<file path="config.mk">
export PLATFORM = sky130hd
export DESIGN_NAME = timer_with_event_capture
export DESIGN_NICKNAME = d
export VERILOG_FILES = /design/src/core/timer_pkg.sv /design/src/core/edge_sync.sv /design/src/core/timer_with_event_capture.sv
export SDC_FILE = /design/constraint.sdc
export NUM_CORES = 1
export LEC_CHECK = 0
export BUFFER_PORTS_ARGS = -buffer_cell sky130_fd_sc_hd__buf_2
export CORE_UTILIZATION = 25
export CTS_BUF_LIST = sky130_fd_sc_hd__clkbuf_8 sky130_fd_sc_hd__clkbuf_16
export CTS_CLUSTER_SIZE = 25
export DETAILED_ROUTE_END_ITERATION = 8
export PLACE_DENSITY = 0.54
export SETUP_SLACK_MARGIN = 0.02
export SYNTH_ARGS = -nofsm -noshare
export SYNTH_HDL_FRONTEND = slang
export SYNTH_SLANG_ARGS = --single-unit
</file>
<file path="constraint.sdc">
create_clock -name clock -period 3.2 [get_ports clock]
set_clock_uncertainty 0.05 [all_clocks]
set_input_delay 0.64 -clock clock [delete_from_list [all_inputs] [get_ports clock]]
set_output_delay 0.64 -clock clock [all_outputs]
set_load 0.005 [all_outputs]
</file>
<file path="src/core/timer_pkg.sv">
// Shared constants for the event-capture timer
package timer_pkg;

	// Register byte addresses on the APB
	localparam logic [31:0] ADDR_RELOAD  = 32'hFFFF0380;
	localparam logic [31:0] ADDR_COUNT   = 32'hFFFF0384;
	localparam logic [31:0] ADDR_CONTROL = 32'hFFFF0388;
	localparam logic [31:0] ADDR_CLEAR   = 32'hFFFF038C;
	localparam logic [31:0] ADDR_CAPTURE = 32'hFFFF0390;
	localparam logic [31:0] ADDR_STATUS  = 32'hFFFF0394;
	localparam logic [31:0] ADDR_MASK    = 32'hFFFF0398;

	// Control field positions
	localparam int PRESCALE_LSB = 0;
	localparam int PRESCALE_W   = 4;
	localparam int PERIODIC_BIT = 6;
	localparam int ENABLE_BIT   = 7;
	localparam int DIR_BIT      = 8;
	localparam int CLKSEL_LSB   = 9;
	localparam int CLKSEL_W     = 2;
	localparam int CAPSEL_LSB   = 12;
	localparam int CAPSEL_W     = 5;
	localparam int CAPEN_BIT    = 17;

	// Writable control bits; the rest stay zero
	localparam logic [31:0] CONTROL_WRITE_MASK = 32'h0003F7CF;

	// Clock source codes
	localparam logic [1:0] SRC_LOW_POWER   = 2'h0;
	localparam logic [1:0] SRC_CORE_DIV    = 2'h1;
	localparam logic [1:0] SRC_CORE_FULL   = 2'h2;

	// Interrupt status layout
	localparam int IRQ_WRAP    = 0;
	localparam int IRQ_CAPTURE = 1;
	localparam int IRQ_W       = 2;

	// Values after reset
	localparam logic [15:0] RELOAD_RESET  = 16'h0000;
	localparam logic [15:0] COUNT_RESET   = 16'hFFFF;
	localparam logic [15:0] CAPTURE_RESET = 16'h0000;
	localparam logic [31:0] CONTROL_RESET = 32'h00000000;
	localparam logic [1:0]  STATUS_RESET  = 2'h0;
	localparam logic [1:0]  MASK_RESET    = 2'h0;

	// Counter extremes
	localparam logic [15:0] COUNT_MAX = 16'hFFFF;
	localparam logic [15:0] COUNT_MIN = 16'h0000;

endpackage

</file>
<file path="src/core/edge_sync.sv">
// Three-stage pin synchroniser with a rising-edge pulse
`timescale 1ns/1ps
module edge_sync (
	input  wire logic clock,
	input  wire logic rst_b,
	input  wire logic pin,
	output logic      rise
);
	// All synchroniser state
	typedef struct packed {
		logic s1;     // First stage, read only by s2
		logic s2;     // Second stage
		logic s3;     // Third stage
		logic level;  // Accepted level
		logic rise;   // One-cycle rising pulse
	} sync_t;

	sync_t state;
	sync_t next_state;

	// Level changes only once stages two and three agree
	always_comb begin
		next_state = state;
		next_state.s1 = pin;
		next_state.s2 = state.s1;
		next_state.s3 = state.s2;
		next_state.rise = 1'b0;
		if (state.s2 == state.s3) begin
			next_state.level = state.s3;
			next_state.rise = state.s3 & ~state.level;
		end
	end

	// State register
	always_ff @(posedge clock or negedge rst_b) begin
		if (!rst_b) begin
			state <= '0;
		end else begin
			state <= next_state;
		end
	end

	assign rise = state.rise;

endmodule

</file>
<file path="src/core/timer_with_event_capture.sv">
// 16-bit up/down timer with prescaler, event capture and APB registers
//
// Function
// - Counter direction follows control bit 8
// - Counts only while enable bit 7 set
// - Bit 6 selects periodic, else free-running
// - Bits 10:9 choose the source clock
// - Bits 3:0 set prescaler divide ratio
// - Selected event edge copies count to capture
// - Capture works only while bit 17 set
// - Bits 16:12 pick one of 32 events
// - Reload register is read/write, resets zero
// - Any write to clear register clears interrupt; the code clears only the wrap flag
// - Value register reads live count, resets FFFF
// - Capture read-only, resets zero, writes ignored
// - Control is 32 bits, resets to zero
//
// The APB interface to the registers was decided locally.
`timescale 1ns/1ps
module timer_with_event_capture #(
	parameter int PRESCALE_MAX_W = 15,  // Widest prescale stage
	parameter int CORE_DIV_W     = 7,   // Widest core divider stage
	parameter int EVENT_COUNT    = 32   // Capture event sources
) (
	input  wire logic                   clock,
	input  wire logic                   rst_b,
	// APB slave port
	input  wire logic                   psel,
	input  wire logic                   penable,
	input  wire logic                   pwrite,
	input  wire logic [31:0]            paddr,
	input  wire logic [31:0]            pwdata,
	output logic      [31:0]            prdata,
	output logic                        pready,
	output logic                        pslverr,
	// Timer source clock pins
	input  wire logic                   lowPowerClk,
	input  wire logic                   coreClk,
	input  wire logic [2:0]             coreClockDivider,
	// Interrupt sources watched for capture
	input  wire logic [EVENT_COUNT-1:0] eventSources,
	// Timer interrupt
	output logic                        irq
);
	import timer_pkg::*;

	// Whole register state of the timer
	// One struct keeps the reset and the update of every field together
	typedef struct packed {
		logic [15:0]               reload;     // Load value
		logic [15:0]               count;      // Live counter
		logic [15:0]               capture;    // Captured count
		logic [31:0]               control;    // Configuration
		logic [IRQ_W-1:0]          status;     // Sticky events
		logic [IRQ_W-1:0]          mask;       // Interrupt enables
		logic [31:0]               readData;   // Read data for access phase
		logic [PRESCALE_MAX_W-1:0] prescale;   // Prescale counter
		logic [CORE_DIV_W-1:0]     coreDiv;    // Core clock divider counter
		logic [EVENT_COUNT-1:0]    lastEvents; // Event levels last cycle
		logic                      irqLine;    // Registered interrupt
	} timer_t;

	timer_t state;
	timer_t next_state;

	// Synchronised source edges, one-cycle pulses
	logic lowPowerRise;  // Oscillator rising edge, system domain
	logic coreRise;      // Core clock rising edge, system domain

	// Oscillator pin crossing
	// Both source pins are asynchronous; only their rising edges are used
	edge_sync lowPowerSync (
		.clock (clock),
		.rst_b (rst_b),
		.pin   (lowPowerClk),
		.rise  (lowPowerRise)
	);

	// Core clock pin crossing
	// Same three-stage crossing as the oscillator pin
	edge_sync coreSync (
		.clock (clock),
		.rst_b (rst_b),
		.pin   (coreClk),
		.rise  (coreRise)
	);

	// Control fields
	// Decoded once so that every process reads the same names
	logic                  periodicMode;
	logic                  timerEnable;
	logic                  countDirection;
	logic [CLKSEL_W-1:0]   sourceClockSelect;
	logic [PRESCALE_W-1:0] prescaleSelect;
	logic [CAPSEL_W-1:0]   captureEventSelect;
	logic                  captureEnable;

	// Field extraction
	// Reserved bits are never stored, so they need no decode
	always_comb begin
		periodicMode       = state.control[PERIODIC_BIT];
		timerEnable        = state.control[ENABLE_BIT];
		countDirection     = state.control[DIR_BIT];
		sourceClockSelect  = state.control[CLKSEL_LSB +: CLKSEL_W];
		prescaleSelect     = state.control[PRESCALE_LSB +: PRESCALE_W];
		captureEventSelect = state.control[CAPSEL_LSB +: CAPSEL_W];
		captureEnable      = state.control[CAPEN_BIT];
	end

	// Bus decode signals
	// Taken from the bus inputs of the current cycle; events come from the counter and capture logic
	logic             setupPhase;  // First cycle of a transfer
	logic             writeTaken;  // Write takes effect this edge
	logic             hit;         // Address is mapped
	logic [IRQ_W-1:0] clearBits;   // Status bits software clears
	logic [IRQ_W-1:0] events;      // Status bits hardware sets

	// Clocking chain signals
	// Ticks are one-cycle pulses in the system clock domain
	logic                      coreDivTick;  // Divided core clock tick
	logic                      sourceTick;   // Selected source tick
	logic                      countTick;    // Counter step
	logic [CORE_DIV_W-1:0]     coreMask;     // Core divider wrap mask
	logic [PRESCALE_MAX_W-1:0] prescaleMask; // Prescaler wrap mask
	logic [EVENT_COUNT-1:0]    eventRise;    // Event first assertions

	// APB phase decode; the slave never inserts wait states
	always_comb begin
		setupPhase = psel & ~penable;
		writeTaken = psel & penable & pwrite;
	end

	// Address decode; the full address must match one register word
	// Registers sit on aligned words, so a partial match never hits
	always_comb begin
		case (paddr)
			ADDR_RELOAD, ADDR_COUNT, ADDR_CONTROL, ADDR_CLEAR,
			ADDR_CAPTURE, ADDR_STATUS, ADDR_MASK: begin
				hit = 1'b1;  // Mapped word
			end
			default: begin
				hit = 1'b0;  // Unmapped, answered with an error
			end
		endcase
	end

	// Core divider tick: one in every two to the divider code rises
	// The divider runs while the timer is disabled too, so the divided
	// source keeps a steady phase across enable and disable
	always_comb begin
		coreMask    = CORE_DIV_W'((8'h01 << coreClockDivider) - 8'h01);
		coreDivTick = coreRise && ((state.coreDiv & coreMask) == coreMask);
	end

	// Source clock choice; code 11 gives no ticks and so freezes the count
	always_comb begin
		case (sourceClockSelect)
			SRC_LOW_POWER: begin
				sourceTick = lowPowerRise;  // Low-power oscillator
			end
			SRC_CORE_DIV: begin
				sourceTick = coreDivTick;  // Divided core clock
			end
			SRC_CORE_FULL: begin
				sourceTick = coreRise;  // Undivided core clock
			end
			default: begin
				sourceTick = 1'b0;
			end
		endcase
	end

	// Per-source first-assertion detectors for event capture
	// A source that stays high captures once; it must fall and rise again
	for (genvar gi = 0; gi < EVENT_COUNT; gi++) begin
		assign eventRise[gi] = eventSources[gi] & ~state.lastEvents[gi];
	end

	// Next-state logic
	// Sections run in priority order: a bus write further down
	// overrides a counter step of the same cycle
	always_comb begin
		// Defaults: every field holds and no pulse is raised
		next_state = state;
		clearBits  = '0;
		events     = '0;
		countTick  = 1'b0;

		// Core divider counts every core rise and restarts at its tick
		if (coreRise) begin
			next_state.coreDiv = coreDivTick ? '0 : state.coreDiv + 1'b1;
		end

		// Prescaler divides by two to the select code
		// Only the masked bits are compared, so lowering the code takes
		// effect on the next source tick without waiting for a wrap
		prescaleMask = PRESCALE_MAX_W'((16'h0001 << prescaleSelect) - 16'h0001);
		if (!timerEnable) begin
			// Held clear while disabled so that enabling starts a full period
			next_state.prescale = '0;
		end else if (sourceTick) begin
			if ((state.prescale & prescaleMask) == prescaleMask) begin
				next_state.prescale = '0;
				countTick = 1'b1;
			end else begin
				next_state.prescale = state.prescale + 1'b1;
			end
		end

		// Counter step and wrap handling
		// A wrap flags the event in either mode; periodic mode restarts from
		// the reload value, free-running mode rolls over the full range
		if (countTick) begin
			if (countDirection) begin
				// Overflow past the top of the range
				if (state.count == COUNT_MAX) begin
					events[IRQ_WRAP] = 1'b1;
					next_state.count = periodicMode ? state.reload : COUNT_MIN;
				end else begin
					next_state.count = state.count + 16'h0001;
				end
			end else begin
				// Underflow below the bottom of the range
				if (state.count == COUNT_MIN) begin
					events[IRQ_WRAP] = 1'b1;
					next_state.count = periodicMode ? state.reload : COUNT_MAX;
				end else begin
					next_state.count = state.count - 16'h0001;
				end
			end
		end

		// Event capture on first assertion of the selected source
		// The capture takes the count from before this cycle's step, and
		// the counter keeps running undisturbed
		// Capture also raises its own status flag
		next_state.lastEvents = eventSources;
		if (captureEnable && eventRise[captureEventSelect]) begin
			next_state.capture = state.count;
			events[IRQ_CAPTURE] = 1'b1;
		end

		// Register writes
		// Writes take effect at the edge that ends the access phase
		if (writeTaken) begin
			case (paddr)
				ADDR_RELOAD: begin
					// Loading also restarts the count and the prescaler
					next_state.reload = pwdata[15:0];
					next_state.count  = pwdata[15:0];
					next_state.prescale = '0;
				end
				ADDR_CONTROL: begin
					// Reserved bits are dropped and read back as zero
					next_state.control = pwdata & CONTROL_WRITE_MASK;
				end
				ADDR_CLEAR: begin
					// The written data is ignored
					clearBits[IRQ_WRAP] = 1'b1;
				end
				ADDR_STATUS: begin
					// Write one to clear
					clearBits = pwdata[IRQ_W-1:0];
				end
				ADDR_MASK: begin
					// One enable per status bit
					next_state.mask = pwdata[IRQ_W-1:0];
				end
				default: begin
					// Count and capture registers ignore writes
					next_state.control = state.control;
				end
			endcase
		end

		// Sticky status; a new event wins over a clear
		// The clear register drops only the wrap flag
		next_state.status = (state.status & ~clearBits) | events;

		// Read data staged in the setup cycle
		// Count, capture and status words include this edge's update, so the
		// value read is the one standing when the access phase begins
		if (setupPhase) begin
			case (paddr)
				ADDR_RELOAD: begin
					next_state.readData = {16'h0000, state.reload};
				end
				ADDR_COUNT: begin
					next_state.readData = {16'h0000, next_state.count};
				end
				ADDR_CONTROL: begin
					next_state.readData = state.control;
				end
				ADDR_CAPTURE: begin
					next_state.readData = {16'h0000, next_state.capture};
				end
				ADDR_STATUS: begin
					next_state.readData = {30'h0, next_state.status};
				end
				ADDR_MASK: begin
					next_state.readData = {30'h0, state.mask};
				end
				default: begin
					// Clear register and unmapped words read as zero
					next_state.readData = 32'h00000000;
				end
			endcase
		end

		// Level interrupt from unmasked flags
		// Registered, so the pin cannot glitch while status bits settle
		next_state.irqLine = |(next_state.status & next_state.mask);
	end

	// State register
	// All fields reset to constants; the pin stages reset in their own
	// module, so a tick cannot arrive during the first cycles after reset
	always_ff @(posedge clock or negedge rst_b) begin
		if (!rst_b) begin
			state.reload     <= RELOAD_RESET;
			state.count      <= COUNT_RESET;
			state.capture    <= CAPTURE_RESET;
			state.control    <= CONTROL_RESET;
			state.status     <= STATUS_RESET;
			state.mask       <= MASK_RESET;
			state.readData   <= 32'h00000000;
			state.prescale   <= '0;
			state.coreDiv    <= '0;
			state.lastEvents <= '0;
			state.irqLine    <= 1'b0;
		end else begin
			state <= next_state;
		end
	end

	// Read data from the staging register
	assign prdata  = state.readData;

	// Every access completes in one cycle
	assign pready  = 1'b1;

	// Unmapped accesses report an error and change nothing
	assign pslverr = psel & penable & ~hit;

	// Interrupt line from its register
	assign irq     = state.irqLine;

endmodule

</file>
; ---- Word level (Yosys, flattened, before mapping)
; Cells that the tools add are included.
; Widths: inputs -> output; s select.
[op_classes]
shifts = 2
reduce_logical = 8
bitwise = 80
order_cmp = 1
addsub = 6
eq_ne = 14
muxes = 35
[op_table]
columns = op, n
row1 = $eq 32x32->1 const B, 7
row2 = $mux 16, 9
row3 = $pmux 18 s6, 1
row4 = $mux 15, 5
row5 = $and 1x1->1, 38
row6 = $not 1->1, 36
row7 = $add 16x1->16 const B, 1
row8 = $eq 16x16->1 const B, 1
row9 = $logic_not 16->1, 1
row10 = $sub 16x1->16 const B, 1
row11 = $add 15x1->15 const B, 1
row12 = $and 15x15->15, 1
row13 = $eq 15x15->1, 1
row14 = $shl 1x4->15 const A, 1
row15 = $sub 15x1->15 const B, 1
row16 = $mux 1, 13
row17 = $add 7x1->7 const B, 1
row18 = $and 7x7->7, 1
row19 = $eq 7x7->1, 1
row20 = $mux 7, 1
row21 = $reduce_or 7->1, 1
row22 = $shl 1x3->7 const A, 1
row23 = $sub 7x1->7 const B, 1
row24 = $lt 5x6->1 const B, 1
row25 = 14 further kinds, 20
[totals]
regBits = 164
word_cells = 167
output_inout_bits = 35
in_bits = 106

; ---- Longest topological paths before layout
[logic_depth]
word_depth = 12
depth_mapped = 15
depth_no_buf = 11

; ---- Cells and area by module
; From an unflattened synthesis, not the netlist that was laid out.
[hier_totals]
cells_unflattened = 980
hier_area_um2 = 8882.3
[by_module_without_submodules]
columns = module, instances, seq_area_each_um2, cells_per_inst, area_per_inst_um2
row1 = timer_with_event_capture, 1, 3523.4, 966, 8589.5
row2 = edge_sync, 2, 125.1, 7, 146.4

; ---- Least setup slack after synthesis
; No wires, ideal clock.
[synth_path]
path_kind = reg2reg
startpoint = register state (netlist bit prescaleSelect[3])
endpoint = register state (netlist bit prdata[5])
setup_time_ns = 0.126
synth_period_minus_slack_ns = 3.333
path_stages_with_launch = 14
t_arrival_ns = 3.157
t_required_ns = 3.024
n_path_buf = 4
setup_slack_ns = -0.133
cell_sequence = dfrtp_1 -> clkbuf_1 -> or4_1 -> ha_1 -> clkbuf_1 -> nor2b_1 -> o21ai_0 -> a21oi_1 -> nor4_2 -> and3_1 -> buf_4 -> buf_2 -> a31oi_1 -> a221o_1
[synth_between]
elab_chain_cells = 11
[synth_rtl]
columns = item, line
row1 = from (decl), timer_with_event_capture.sv:63  ; timer_t state;
row2 = from (signal assigned), timer_with_event_capture.sv:332  ; state <= next_state;
row3 = $shl 1x4->15 (*), timer_with_event_capture.sv:197  ; prescaleMask = PRESCALE_MAX_W'((16'h0001 << prescaleSelect) - 16'h0001);
row4 = $sub 15x1->15 (*), timer_with_event_capture.sv:197
row5 = $and 15x15->15, timer_with_event_capture.sv:202  ; if ((state.prescale & prescaleMask) == prescaleMask) begin
row6 = $eq 15x15->1 (*), timer_with_event_capture.sv:202
row7 = $mux 1 (*), timer_with_event_capture.sv:202
row8 = $mux 1 (*), timer_with_event_capture.sv:201  ; end else if (sourceTick) begin
row9 = $mux 1 (*), timer_with_event_capture.sv:198  ; if (!timerEnable) begin
row10 = $mux 16 (*), timer_with_event_capture.sv:213  ; if (countTick) begin
row11 = $mux 16, timer_with_event_capture.sv:246  ; case (paddr)
row12 = $mux 16 (*), timer_with_event_capture.sv:245  ; if (writeTaken) begin
row13 = $pmux 18 s6 (*), timer_with_event_capture.sv:284  ; case (paddr)
; Every way passes the cells marked *; elsewhere a longest branch is shown, timed or not.
; A chain may end at the register's enable or synchronous reset.

; ---- Worst setup path in the final report
[layout_path]
startpoint = register state (netlist bit prescaleSelect[3])
endpoint = register state (netlist bit prdata[6])
; Same word-level chain as after synthesis.

==> impl_metrics.tcl <==
set metrics [dict create \
    path_cells "or4_1 -> ha_2 -> buf_6 -> nor2b_4 -> a22oi_2 -> o22ai_1 -> nor4_2 -> buf_4 -> and3_4 -> buf_6 -> buf_6 -> o211ai_1 -> a31o_1 -> a22oi_2" \
    totalWireLength_mm 23.89 \
    powerDensity_nw_per_um2 462.8 \
    die_y_um 185.3 \
    cp_num_buf_inv 4 \
    drt_pre_antenna_iters 4 \
    dieArea_sq_um 34350 \
    final_max_slew_viol_count 0 \
    drc_errors 0 \
    start_util 0.2563 \
    routed-via-count 7033 \
    hold_viol_final 0 \
    crit_path_end_kind "flop" \
    max_cap_viol_count 0 \
    antenna_found_initial 1 \
    crit_path_top_delay_cell "or4_1" \
    rsz0062_at_grt "yes" \
    fin_crit_sh 0.9947 \
    drive_above_1_share 0.2693 \
    drt_iter0_markers 366 \
    netlist_instances 899 \
    ys.flop_type "dfrtp_1" \
    worstMarginPinSlew_ns 0.6682 \
    period_minus_slack_ns 3.183 \
    nFillCells 3404 \
    setup_viol 0 \
    core_region_area_sq_um 32780 \
    cts.sinks 150 \
    timing.max_slew.rel_slack 0.5545 \
    synth_edf_count 0 \
    crit_type "reg -> reg" \
    area_growth_pct 23.23 \
    num_rows 66 \
    dp_hpwl_mm 17.67 \
    cp_top_family "simple AND/OR/NAND/NOR gates" \
    wl_per_cell_um 16.32 \
    port_buffers 111 \
    cp.required_ns 3.50 \
    outcome "finished, final reports clean" \
    antenna_left 0 \
    fp.dieW_um 185.3 \
    startpoint_type "flop" \
    grt_pass1_vias 6853 \
    vdd_drop_max_v 0.0002897 \
    cp_data_arrival_time_ns 3.48 \
    grt_pass1_wl_mm 38.17 \
    p_leak_uw 0.004525 \
    ys_ff_latch 150 \
    path_max_fanout 6 \
    grt_max_degree 70 \
    overflow 0 \
    netlist_area_sq_um 8403 \
    cpPeakStageDelay_ns 0.53 \
    cts_inserted_buffers 17 \
    clk_latency_ns 0.42 \
    crit_top_cell "buf_6" \
    seq_area_frac_synth 0.4491 \
    worst_hold_path_type "in -> async" \
    timing.hold.ws_ns 0.1636 \
    async_flop_share 1.000 \
    cts-root-buf "clkbuf_16" \
    avgSynthCellArea_sq_um 9.347 \
    via_per_inst 4.804 \
    tns_ns 0 \
    top_level_ports 141 \
    placed_area_sq_um 9508 \
    fin_nets 1119 \
    grt_usage 0.1429 \
    yosysWarnings 0 \
    htreeDepth 4 \
    design_area_sq_um 10350 \
    place_congestion 0.9178 \
    total_power_uw 4792 \
    yosys.cell_types.count 86 \
    max_freq_mhz 314.2 \
    ctsHoldBuffers 0 \
    clockBufferDepth 2 \
    path_clk_slew_ns 0.06 \
    final_util 0.3159 \
    cts_tree "built" \
]
==> state kept, by name, summed over array words and instances (netlist names) <==
| register | cells |
|---|---|
| state | 107 |
| prdata | 18 |
| captureEventSelect | 5 |
| prescaleSelect | 4 |
| coreSync.next_state | 2 |
| coreSync.state | 2 |
| lowPowerSync.next_state | 2 |
| lowPowerSync.state | 2 |
| sourceClockSelect | 2 |
| captureEnable | 1 |
| coreSync.rise | 1 |
| countDirection | 1 |
| irq | 1 |
| lowPowerSync.rise | 1 |
| periodicMode | 1 |
==> cell families after synthesis <==
logic type      count (synthesis)  synth area share
simple gates                  337            0.2046
compound gates                204            0.1674
flops                         150            0.4491
buf+inv                       119           0.07430
xor+xnor                       40           0.04169
mux                            40           0.05226
fa+ha+maj                       7          0.009827
other cells                     2         0.0008937
==> synthesized netlist by cell type (all sizes together) (14+ instances only) <==
cell	number	area (sq um)
dfrtp	134	3353
nand2	130	490.5
buf	64	417.9
nor2	60	227.7
a21oi	41	205.2
o21ai	39	195.2
mux2	31	349.1
nand3	30	150.1
clkbuf	29	108.9
inv	26	97.59
xnor2	26	227.7
a31oi	19	118.9
nand4	19	125.1
dfstp	16	420.4
and3	15	93.84
xor2	14	122.6
==> worst register-to-register path, cell delays in order, from the launching register on <==
cell      delay, ns
dfrtp_1        0.37
or4_1          0.53
ha_2           0.22
buf_6          0.12
nor2b_4        0.12
a22oi_2        0.19
o22ai_1        0.12
nor4_2         0.25
buf_4          0.18
and3_4         0.22
buf_6          0.13
buf_6          0.10
o211ai_1       0.10
a31o_1         0.26
a22oi_2        0.13
==> layout make-up <==
cell class                      count  area, sq um  area share
Sequential cell                   150         3774      0.3644
Tap cell                          442        553.0     0.05341
Clock buffer                       17        425.4     0.04108
Antenna cell                        1        2.502   0.0002417
Clock inverter                     15        306.5     0.02960
Inverter                           26        97.59    0.009425
Multi-Input combinational cell    643         4135      0.3993
Timing Repair Buffer              170         1061      0.1025
==> layout by cell type, fill, tap and decap left out, types with 26 or more instances in the layout <==
master / instances
a21oi_1: 40
buf_2: 110
buf_4: 51
dfrtp_1: 134
inv_1: 29
mux2_2: 27
nand2_1: 129
nand3_1: 29
nor2_1: 59
o21ai_0: 36
xnor2_1: 26
==> routing by layer <==
layer	share of wire	vias to the layer above	GRT usage
met5	0	-	0
met4	0.023	0	0.05719
met3	0.039	33	0.02320
met2	0.49	149	0.2319
met1	0.45	3455	0.1884
li1	-	3396	-
==> repair_timing <==
| item | in CTS | in global routing |
|---|---|---|
| resized for setup | 6 | 16 |
| pin swaps | 0 | 10 |
| setup buffers | 0 | 2 |
| setup endpoints to repair | 15 | 22 |
==> report_power, final <==
part / switching, uW / total (uW) / internal, uW
clock: 798 / 2490 / 1700
sequential: 56.5 / 2020 / 1960
combinational: 162 / 282 / 121
==> metrics by stage <==
stage | std cells | worst slack [ns]
finish | 1464 | 0.01704
CTS | 1461 | 0.02492
detailed placement | 1429 | -0.2159
global placement | 1429 | -0.2027
global route | 1463 | -0.1658
floorplan | 912 | 0.02328
==> worst paths after layout <==
check                                       start                     end  slack (ns)  cells past startpoint
max                             prescaleSelect[3]               prdata[6]        0.02                     14
min                                         rst_b  coreSync.next_state[2]        0.16                      1
max reg2reg                     prescaleSelect[3]               prdata[6]        0.02                     14
min reg2reg                coreSync.next_state[3]  coreSync.next_state[2]        0.30                      0
max in group asynchronous                   rst_b              state[146]        2.19                      2
min in group clock                        coreClk  coreSync.next_state[3]        0.27                      1
Power figures use the tool's default switching activity.
